===== config.mk =====
export PLATFORM = sky130hd
export DESIGN_NAME = qgb_gpio_bank
export DESIGN_NICKNAME = d
export VERILOG_FILES = /design/src/hdl/qgb_pkg.sv /design/src/hdl/qgb_gpio_bank.sv
export VERILOG_INCLUDE_DIRS = /design/src /design/src/hdl
export SDC_FILE = /design/constraint.sdc
export NUM_CORES = 1
export LEC_CHECK = 0
export BUFFER_PORTS_ARGS = -buffer_cell sky130_fd_sc_hd__clkbuf_2
export CORE_UTILIZATION = 60
export DETAILED_ROUTE_END_ITERATION = 10
export PLACE_DENSITY_LB_ADDON = 0.1
export SLEW_MARGIN = 15
export SYNTH_ARGS = -nofsm -noshare
export SYNTH_HDL_FRONTEND = slang
export SYNTH_SLANG_ARGS = --single-unit

===== constraint.sdc =====
create_clock -name clk_sys_in -period 4.85 [get_ports clk_sys_in]
set_input_delay 0.2425 -clock clk_sys_in [delete_from_list [all_inputs] [get_ports clk_sys_in]]
set_output_delay 0.2425 -clock clk_sys_in [all_outputs]
set_load 0.02 [all_outputs]

===== src/hdl/qgb_cfg.svh =====
`ifndef QGB_CFG_SVH
`define QGB_CFG_SVH

// register indices; byte address on the bus is four times the index
`define QGB_IDX_ACT 8'h30
`define QGB_IDX_DIR_FIVE 8'hE0
`define QGB_IDX_DATA_FIVE 8'hE1
`define QGB_IDX_INV_FIVE 8'hE2
`define QGB_IDX_DIR_TWO 8'hE3
`define QGB_IDX_DATA_TWO 8'hE4
`define QGB_IDX_INV_TWO 8'hE5
`define QGB_IDX_EVT_TWO 8'hE6
`define QGB_IDX_EVT_THREE 8'hE7
`define QGB_IDX_EVT_FOUR 8'hE8
`define QGB_IDX_EVT_FIVE 8'hE9
`define QGB_IDX_DIR_THREE 8'hF0
`define QGB_IDX_DATA_THREE 8'hF1
`define QGB_IDX_INV_THREE 8'hF2
`define QGB_IDX_DIR_FOUR 8'hF4
`define QGB_IDX_DATA_FOUR 8'hF5
`define QGB_IDX_INV_FOUR 8'hF6
`define QGB_IDX_MASK_TWO 8'hF8
`define QGB_IDX_MASK_THREE 8'hF9
`define QGB_IDX_MASK_FOUR 8'hFA
`define QGB_IDX_MASK_FIVE 8'hFB

// address field positions
`define QGB_ADR_IDX_MSB 9
`define QGB_ADR_IDX_LSB 2
`define QGB_ADR_HI_LSB 10

// reset values
`define QGB_DIR_RST 8'hFF
`define QGB_BYTE_RST 8'h00
`define QGB_ACT_RST 4'h0
`define QGB_ALL_BITS 8'hFF

`endif


===== src/hdl/qgb_pkg.sv =====
package qgb_pkg;

  typedef logic [7:0] qgb_byte_t;

  // per-bank configuration and pin sampling state
  typedef struct packed {
    qgb_byte_t dir;
    qgb_byte_t data;
    qgb_byte_t inv;
    qgb_byte_t evt;
    qgb_byte_t mask;
    qgb_byte_t sync1;
    qgb_byte_t sync2;
    qgb_byte_t prev;
  } qgb_bank_t;

  // pin drive bundle for the four banks
  typedef struct packed {
    logic [3:0][7:0] level;
    logic [3:0][7:0] oe_n;
  } qgb_pins_t;

  // whole block state
  typedef struct packed {
    logic [3:0] act;
    qgb_bank_t [3:0] bank;
    logic ack;
    logic [31:0] rdat;
    logic irq;
    qgb_pins_t pins;
  } qgb_state_t;

endpackage


===== src/hdl/qgb_gpio_bank.sv =====
// Operation
// - activation register bits 3..0 enable banks five, four, three, two
// - direction bit 0 makes pin output, 1 input; resets to all ones
// - output pins: data bit written drives pin, reads back written value
// - input pins: data read returns sampled pin, writes to those bits ignored
// - inversion bit 1 inverts between data bit and pin, both directions
// - any rising or falling pin edge on an active bank sets sticky event status bit
// - reading event status clears it; status registers are read-only
// - event status bit n belongs to pin n of its bank
// - reset clears data, inversion, event status and activation registers
//
// Added by the designer: the Wishbone interface to the registers.
`timescale 1ns/1ps
`include "qgb_cfg.svh"

module qgb_gpio_bank (
  input wire logic clk_sys_in, // 100 MHz system clock
  input wire logic reset_n_in, // synchronous reset, active low
  input wire logic wb_cyc_in, // wishbone cycle
  input wire logic wb_stb_in, // wishbone strobe
  input wire logic wb_we_in, // wishbone write enable
  input wire logic [31:0] wb_adr_in, // wishbone byte address
  input wire logic [3:0] wb_sel_in, // wishbone byte lanes
  input wire logic [31:0] wb_dat_in, // wishbone write data
  output logic [31:0] wb_dat_out, // wishbone read data
  output logic wb_ack_out, // wishbone acknowledge
  input wire logic [3:0][7:0] bank_pins_in, // pin levels, banks five..two
  output qgb_pkg::qgb_pins_t pins_out, // pin drive level and enable_n
  output logic irq_out // unmasked event pending
);

  // per-bank register indices, index 0 is bank two
  localparam logic [3:0][7:0] DIR_IDX = {`QGB_IDX_DIR_FIVE, `QGB_IDX_DIR_FOUR,
                                         `QGB_IDX_DIR_THREE, `QGB_IDX_DIR_TWO};
  localparam logic [3:0][7:0] DATA_IDX = {`QGB_IDX_DATA_FIVE, `QGB_IDX_DATA_FOUR,
                                          `QGB_IDX_DATA_THREE, `QGB_IDX_DATA_TWO};
  localparam logic [3:0][7:0] INV_IDX = {`QGB_IDX_INV_FIVE, `QGB_IDX_INV_FOUR,
                                         `QGB_IDX_INV_THREE, `QGB_IDX_INV_TWO};
  localparam logic [3:0][7:0] EVT_IDX = {`QGB_IDX_EVT_FIVE, `QGB_IDX_EVT_FOUR,
                                         `QGB_IDX_EVT_THREE, `QGB_IDX_EVT_TWO};
  localparam logic [3:0][7:0] MASK_IDX = {`QGB_IDX_MASK_FIVE, `QGB_IDX_MASK_FOUR,
                                          `QGB_IDX_MASK_THREE, `QGB_IDX_MASK_TWO};

  qgb_pkg::qgb_state_t s_q;
  qgb_pkg::qgb_state_t s_d;
  logic hit;
  logic wr;
  logic rde;
  logic [7:0] idx;
  logic [7:0] rd;

  // bus decode; upper address bits must be zero to reach any register
  assign hit = wb_cyc_in & wb_stb_in & ~s_q.ack
               & (wb_adr_in[31:`QGB_ADR_HI_LSB] == '0);
  assign wr = hit & wb_we_in & wb_sel_in[0];
  assign rde = hit & ~wb_we_in;
  assign idx = wb_adr_in[`QGB_ADR_IDX_MSB:`QGB_ADR_IDX_LSB];

  // next-state logic for the whole block
  always_comb begin
    logic [7:0] pin_val;
    logic [7:0] edges;
    logic [7:0] clr;
    logic irq_any;
    s_d = s_q;
    rd = `QGB_BYTE_RST;
    irq_any = 1'b0;
    pin_val = `QGB_BYTE_RST;
    edges = `QGB_BYTE_RST;
    clr = `QGB_BYTE_RST;
    // ack lasts one cycle, so a held request is answered again every second cycle
    s_d.ack = wb_cyc_in & wb_stb_in & ~s_q.ack;
    if (idx == `QGB_IDX_ACT) begin
      rd = {4'h0, s_q.act};
      if (wr) begin
        s_d.act = wb_dat_in[3:0];
      end
    end
    for (int b = 0; b < 4; b++) begin
      // two-stage synchroniser, third stage holds the previous sample
      s_d.bank[b].sync1 = bank_pins_in[b];
      s_d.bank[b].sync2 = s_q.bank[b].sync1;
      s_d.bank[b].prev = s_q.bank[b].sync2;
      pin_val = s_q.bank[b].sync2 ^ s_q.bank[b].inv;
      edges = (s_q.bank[b].sync2 ^ s_q.bank[b].prev) & {8{s_q.act[b]}};
      clr = `QGB_BYTE_RST;
      if (idx == DIR_IDX[b]) begin
        rd = s_q.bank[b].dir;
        if (wr) begin
          s_d.bank[b].dir = wb_dat_in[7:0];
        end
      end
      if (idx == DATA_IDX[b]) begin
        // inputs read the pin, outputs read back the latch
        rd = (s_q.bank[b].dir & pin_val) | (~s_q.bank[b].dir & s_q.bank[b].data);
        if (wr) begin
          s_d.bank[b].data = (s_q.bank[b].dir & s_q.bank[b].data)
                             | (~s_q.bank[b].dir & wb_dat_in[7:0]);
        end
      end
      if (idx == INV_IDX[b]) begin
        rd = s_q.bank[b].inv;
        if (wr) begin
          s_d.bank[b].inv = wb_dat_in[7:0];
        end
      end
      if (idx == EVT_IDX[b]) begin
        rd = s_q.bank[b].evt;
        if (rde) begin
          clr = `QGB_ALL_BITS;
        end
      end
      if (idx == MASK_IDX[b]) begin
        rd = s_q.bank[b].mask;
        if (wr) begin
          s_d.bank[b].mask = wb_dat_in[7:0];
        end
      end
      // a new edge wins over a clearing read in the same cycle
      s_d.bank[b].evt = (s_q.bank[b].evt & ~clr) | edges;
      s_d.pins.level[b] = s_q.bank[b].data ^ s_q.bank[b].inv;
      s_d.pins.oe_n[b] = s_q.bank[b].dir | {8{~s_q.act[b]}};
      irq_any = irq_any | (|(s_d.bank[b].evt & s_d.bank[b].mask));
    end
    s_d.irq = irq_any;
    // unmapped reads answer zero; write data is ignored there
    s_d.rdat = rde ? {24'h0, rd} : '0;
    if (!reset_n_in) begin
      s_d = '0;
      s_d.act = `QGB_ACT_RST;
      for (int b = 0; b < 4; b++) begin
        s_d.bank[b].dir = `QGB_DIR_RST;
        s_d.pins.oe_n[b] = `QGB_ALL_BITS;
      end
    end
  end

  // single state register
  always_ff @(posedge clk_sys_in) begin
    s_q <= s_d;
  end

  assign wb_dat_out = s_q.rdat;
  assign wb_ack_out = s_q.ack;
  assign pins_out = s_q.pins;
  assign irq_out = s_q.irq;
endmodule


==> results of run 1 <==
==> worst max-delay path, delay by kind of cell, from the launching register on <==
family	cells	cell delay, ns
flops	1	0.31
compound gates	3	0.85
simple gates	5	1.81
==> routing by layer <==
metal  GRT usage  wire length (µm)  vias to the layer above
li1            -                 -                     5555
met1       0.449             16400                     5627
met2       0.514             17700                      624
met3      0.0571              3880                       96
met4       0.127              1280                        0
met5           0                 0                        -
==> cell type report <==
type | instances | area share
clock inverter | 12 | 0.00713
multi-input combinational | 1124 | 0.406
antenna | 1 | 0.000158
sequential | 334 | 0.423
clock buffer | 49 | 0.0640
tap | 313 | 0.0248
inverter | 14 | 0.00348
timing repair buffer | 189 | 0.0714
==> worst paths after layout <==
check	startpoint	endpoint	slack, ns
setup / recovery	wb_ack_out	irq_out	1.71
hold reg to reg	s_q[307]	s_q[299]	0.43
hold / removal	wb_stb_in	wb_ack_out	0.16
setup reg to reg	wb_ack_out	irq_out	1.71
==> cells in the mapped netlist (all sizes together), types with 3 or more instances <==
| master | instances |
|---|---|
| nor2 | 189 |
| a22oi | 39 |
| a21oi | 108 |
| nor3 | 7 |
| a221oi | 8 |
| nand4 | 10 |
| nor2b | 7 |
| nand2b | 9 |
| xnor2 | 55 |
| a221o | 4 |
| nor4 | 18 |
| dfxtp | 334 |
| nand3 | 52 |
| a211oi | 4 |
| and3 | 11 |
| clkbuf | 64 |
| o221ai | 7 |
| o21ai | 72 |
| buf | 114 |
| or2 | 27 |
| xor2 | 34 |
| nor3b | 7 |
| and2 | 101 |
| a2111oi | 4 |
| a31oi | 6 |
| o2bb2ai | 3 |
| mux2i | 38 |
| o22ai | 32 |
| inv | 14 |
| nand2 | 202 |
| a41oi | 3 |
| o211ai | 13 |
==> registers in the layout, indices dropped and copies added, names as in the netlist, named ones only <==
register / cells
s_q: 228
pins_out: 64
wb_dat_out: 8
irq_out: 1
wb_ack_out: 1
==> power by group through the flow <==
stage	Combinational (µW)	Clock (µW)	Sequential, µW
floorplan	147	0	2850
global placement	210	0	2850
detailed placement	212	0	2860
CTS	233	2660	2790
global route	254	2780	2800
finish	239	2640	2790
==> cell families after synthesis <==
kind of cell	count (synthesis)
xor+xnor	89
simple gates	652
mux	38
other cells	1
compound gates	321
buf+inv	192
flops	334
==> stage by stage <==
stage	cells	setup slack, ns	instance area [µm²]
detailed placement	1942	1.45	14300
finish	2036	1.71	15800
floorplan	1650	2.50	14200
CTS	2035	1.82	15800
global route	2036	1.60	15800
global placement	1942	1.55	14300
==> repair_timing <==
| item | in CTS | in global routing |
|---|---|---|
| endpoints found under the hold margin | 32 | 0 |
| setup buffers | 0 | 0 |
| hold buffers | 32 | 0 |
==> results.tsv, run 1 <==
stage	metric	value	unit
outcome	status	finished, final reports clean	
die	die-area	24100	µm²
sta	setup_viol	0	
logic_synthesis	synth_edf_count	0	
die	die_h	155	µm
setup_path	path_cells	and3b_1 > and3_1 > nor3b_2 > nand2_1 > a22oi_1 > o22ai_1 > nor4_1 > a41oi_1	
setup_path	end_kind	flop	
power_and_ir_drop	leakage	0.00628	µW
logic_synthesis	synth_xor_area_frac	0.0553	
sta	clock_skew	0.0128	ns
global_routing	grt_antenna_before_repair	1	
logic_synthesis	synth_top_family_by_area	simple AND/OR/NAND/NOR gates	
power_and_ir_drop	seqPwrFrac	0.493	
logic_synthesis	syn_inst	1627	
routing	drt_iter0_drc	1265	
routing	via_count	11900	
layout	num-nets-final	1803	
global_routing	grt_max_degree	111	
clock_tree	cts_buffer_depth	3	
placed_design	dp_hpwl	26500	µm
sta	slew_violations	0	
sta	finalHoldViolCount	0	
power_and_ir_drop	p_int	4420	µW
setup_path	worstPathArrival	3.47	ns
power_and_ir_drop	swShare	0.221	
sta	finalCritPeriodShare	0.647	
logic_synthesis	yosys.area_share.simple	0.226	
sta	slew_headroom	0.206	
clock_tree	root_buffer	clkbuf_16	
setup_path	r2r_cells	8	
die	num_rows	55	
logic_synthesis	ys_top_cells_by_area	dfxtp_1 47%, nand2_1 5.3%, buf_4 5.1%, nor2_1 5.0%, and2_1 4.5%	
logic_synthesis	ys_types	66	
setup_path	slowest_stage	nor3b_2	
placed_design	gp_congestion	0.968	
clock_tree	clkSlewWorstSetupHoldPaths	0.07	ns
job	cap_violations	0	
clock_tree	cts_tree	yes	
power_and_ir_drop	ir_drop	0.258	mV
power_and_ir_drop	clkPwrFrac	0.465	
routing	detail-route-antenna-nets	0	
global_routing	grtUsageTotal	0.327	
clock_tree	post_cts_resized	0	
sta	whs	0.157	ns
routing	post-route-drc-count	0	
layout	final_cell_mix	334 x dfxtp_1, 201 x nand2_1, 186 x nor2_1	
die	start_util	0.617	
routing	drt-pass1-iter-count	5	
clock_tree	numClockSinks	334	
logic_synthesis	synth_top_area_cell	dfxtp_1	
setup_path	crit_fanout	8	
sta	worstMarginPinSlew	1.19	ns
layout	multiInputGateArea	6410	µm²
die	coreArea	22800	µm²
logic_synthesis	syn_avg_cell_area	8.67	µm²
logic_synthesis	synth_top_area_frac	0.474	
sta	finalCriticalPeriod	3.14	ns
routing	avgViaCountPerCell	5.85	
clock_tree	clkLatencyLatePin	0.51	ns
clock_tree	htreeDepth	2	
power_and_ir_drop	total_power	5670	µW
sta	clock.fmax	0.319	GHz
power_and_ir_drop	comb_power_share	0.042	
logic_synthesis	synth-seq-cells	334	
layout	drive_gt1_frac	0.149	
setup_path	critPathRequiredTime	5.18	ns
power_and_ir_drop	cellPowerDensity	359	nW/µm²
global_routing	grt_pass1_wl	61100	µm
layout	nFillCells	1890	
die	fp.dieW	155	µm
die	io-pin-count	203	
setup_path	critical_path_class	reg -> reg	
sta	finalSetupTns	0	ns
logic_synthesis	synth.area.mux_share	0.0270	
logic_synthesis	async_flop_share	0	
layout	mostFrequentLayoutCell	dfxtp_1	
logic_synthesis	ys_warn_count	0	
logic_synthesis	synth-main-ff-cell	dfxtp_1	
routing	post_drt_wl_per_cell	19.3	µm
logic_synthesis	synth_fa_ha_area_frac	0	
logic_synthesis	seq_area_frac_synth	0.474	
global_routing	grt_pass1_vias	10800	
global_routing	grt_overflow	0	
power_and_ir_drop	p_sw	1250	µW
layout	fin_util	0.692	
clock_tree	cts_made_buffers	35	
routing	wl	39300	µm
layout	regArea	6690	µm²
sta	rsz0062_at_grt	no	
logic_synthesis	netlist_area	14100	µm²
placed_design	numPortBuffers	149	
layout	area_growth	12.0	%
hold_path	hp-class	in -> reg	
hold_path	hold_depth	3	
logic_synthesis	synth_compound_area_frac	0.140	
setup_path	crit_path_max_incr_delay	0.51	ns
setup_path	startpoint_type	flop	
No activity file was read; power rests on OpenSTA's default activity.
==> run 2, diff against run 1 <==
- ABC_AREA: unset -> 1
- CORE_UTILIZATION: 60 -> 58
- clock period: 4.85 -> 3.2 ns (I/O delays scaled with it)
==> results.tsv, run 2 <==
stage	metric	value	unit
clock_tree	cts_tree	yes	
routing	wl	41100	µm
logic_synthesis	synth-main-ff-cell	dfxtp_1	
hold_path	hold_depth	5	
logic_synthesis	synth_edf_count	0	
sta	finalSetupTns	0	ns
clock_tree	post-cts-setup-buffers	0	
global_routing	grt_pass1_vias	11900	
job	cap_violations	0	
global_routing	grt_max_degree	95	
logic_synthesis	synth.area.mux_share	0	
logic_synthesis	ys_top_cells_by_area	dfxtp_1 46%, nand2_1 14%, inv_1 8.0%, nor2_1 5.7%, o21ai_0 5.2%	
setup_path	startpoint_type	flop	
routing	detail-route-antenna-nets	0	
logic_synthesis	synth_most_common_cell	nand2_1	
clock_tree	cts_made_buffers	36	
outcome	status	finished, final reports clean	
routing	post_drt_wl_per_cell	16.1	µm
global_routing	grt_overflow	0	
setup_path	r2r_cells	12	
layout	diodes	0	
sta	finalCriticalPeriod	2.50	ns
routing	drt_iter0_drc	1561	
logic_synthesis	async_flop_share	0	
logic_synthesis	netlist_top_cells_count	555 x nand2_1, 334 x dfxtp_1, 313 x inv_1, 223 x nor2_1, 152 x o21ai_0	
setup_path	ff2ff_setup_slack	0.70	ns
setup_path	crit-reg2reg-launch	wb_ack_out	
sta	clock.fmax	0.400	GHz
die	fp.dieW	161	µm
clock_tree	clkLatencyLatePin	0.52	ns
clock_tree	hold_buffers	32	
layout	area_growth	15.1	%
layout	fin_util	0.686	
layout	num-nets-final	2304	
layout	nFillCells	2101	
clock_tree	htreeDepth	2	
power_and_ir_drop	ir_drop	0.513	mV
logic_synthesis	synth-seq-cells	334	
global_routing	grtUsageTotal	0.319	
logic_synthesis	syn_avg_cell_area	7.02	µm²
placed_design	place_inst	2453	
die	io-pin-count	203	
die	coreArea	24500	µm²
routing	met1_length	18000	µm
layout	drive_gt1_frac	0.116	
sta	finalCritPeriodShare	0.781	
logic_synthesis	synth_fa_ha_area_frac	0	
sta	finalHoldViolCount	0	
logic_synthesis	seq_area_frac_synth	0.457	
setup_path	critPathRequiredTime	3.57	ns
logic_synthesis	synth_compound_area_frac	0.129	
die	die-area	25900	µm²
logic_synthesis	ys_warn_count	0	
routing	drt-pass1-iter-count	5	
clock_tree	clkSlewWorstSetupHoldPaths	0.06	ns
global_routing	grt_pass1_wl	63900	µm
setup_path	crit_fanout	6	
clock_tree	post_cts_resized	0	
hold_path	hold_path.startpoint	wb_stb_in	
sta	slew_headroom	0.450	
logic_synthesis	yosys.area_share.simple	0.246	
placed_design	gp_congestion	1.00	
routing	via_count	13200	
die	num_rows	57	
logic_synthesis	netlist_area	14600	µm²
placed_design	numPortBuffers	149	
clock_tree	root_buffer	clkbuf_16	
power_and_ir_drop	cellPowerDensity	556	nW/µm²
clock_tree	cts_buffer_depth	3	
setup_path	critical_path_class	reg -> reg	
clock_tree	numClockSinks	334	
sta	setup_viol	0	
routing	avgViaCountPerCell	5.17	
routing	highest_layer	met4	
setup_path	slowest_stage	nor2_1	
logic_synthesis	synth_top_area_cell	dfxtp_1	
sta	worstMarginPinSlew	0.822	ns
setup_path	crit_top_cell	nor2_1	
routing	route.met2.wl	17100	µm
setup_path	crit_path_max_incr_delay	0.44	ns
logic_synthesis	synth_top_area_frac	0.457	
hold_path	holdPathEnd	wb_ack_out	
placed_design	dp_hpwl	29400	µm
hold_path	hp-class	in -> reg	
setup_path	path_cells	nor2_1 > nand4_1 > nor2_1 > nand2_1 > nor2_1 > o21ai_0 > nand2_1 > nand2_1 > nor2_1 > nand2_1 > nor2_1 > a21oi_1	
setup_path	reg2reg_to	irq_out	
layout	final_cell_mix	555 x nand2_1, 334 x dfxtp_1, 312 x inv_1	
power_and_ir_drop	leakage	0.00806	µW
logic_synthesis	syn_inst	2083	
setup_path	worstPathArrival	2.87	ns
die	start_util	0.596	
logic_synthesis	ys_types	30	
setup_path	end_kind	flop	
layout	regMostFlops	s_q	
routing	wl_met3	4780	µm
sta	clock_skew	0.00937	ns
sta	rsz0062_at_grt	no	
layout	mostFrequentLayoutCell	nand2_1	
layout	layoutNonFillerInstCount	2550	
sta	slew_violations	0	
global_routing	grt_antenna_before_repair	0	
layout	largest_reg_flops	228	
logic_synthesis	synth_top_family_by_area	simple AND/OR/NAND/NOR gates	
die	die_h	161	µm
routing	post-route-drc-count	0	
logic_synthesis	synth_xor_area_frac	0.0192	
run 2: cell count changes after synthesis, moves of 37 or more:
cell	delta
o21ai_0	+82
a22oi_1	-39
mux2i_1	-38
and2_1	-101
inv_1	+299
nor2_1	+37
nand2_1	+354
run 2: report_power, final:
group,internal (µW),switching [µW]
logic,114,237
registers,4210,46.2
clock network,3050,1700
run 2: metrics by stage:
step	setup WS [ns]	instance area, µm²	total power [µW]	hold WS, ns
6_report	0.701	16800	9350	0.0254
3_3_place_gp	0.585	15100	4650	0.340
4_1_cts	0.818	16800	9390	0.0225
5_1_grt	0.498	16800	9600	0.0468
2_1_floorplan	1.12	14700	4530	0.258
3_5_place_dp	0.608	15100	4650	0.343
run 2: final cells by class:
class                           instances  area [µm²]  area share
Inverter                              320        1200      0.0713
Timing Repair Buffer                  211        1310      0.0778
Multi-Input combinational cell       1296        5860       0.348
Tap cell                              324         405      0.0241
Clock inverter                         20         369      0.0219
Clock buffer                           45        1010      0.0598
Sequential cell                       334        6690       0.397
run 2: per-layer routing:
layer  up-vias  track usage
li1       6623            -
met1      5874        0.450
met2       609        0.475
met3        78       0.0821
met4         0       0.0986
met5         -            0
run 2: cells by family after synthesis:
group,Yosys count
buffers and inverters,476
XOR/XNOR,32
AND/OR/NAND/NOR,896
flip-flops,334
AO/OA/AOI/OAI,344
other,1
run 2: worst max-delay path: cells and delay by family, from the launching register on:
| kind | cells | cell delay, ns |
|---|---|---|
| and+or+nand+nor | 10 | 1.77 |
| DFF | 1 | 0.30 |
| AOI/OAI and AO/OA | 2 | 0.26 |
run 2: worst max-delay path by stage:
| stage | startpoint | to | slack [ns] |
|---|---|---|---|
| floorplan | wb_ack_out | s_q[224] | 1.12 |
| global placement | wb_adr_in[8] | wb_dat_out[2] | 0.58 |
| detailed placement | wb_adr_in[8] | wb_dat_out[2] | 0.61 |
| CTS | wb_ack_out | irq_out | 0.82 |
| global route | wb_ack_out | irq_out | 0.50 |
| finish | wb_ack_out | irq_out | 0.70 |
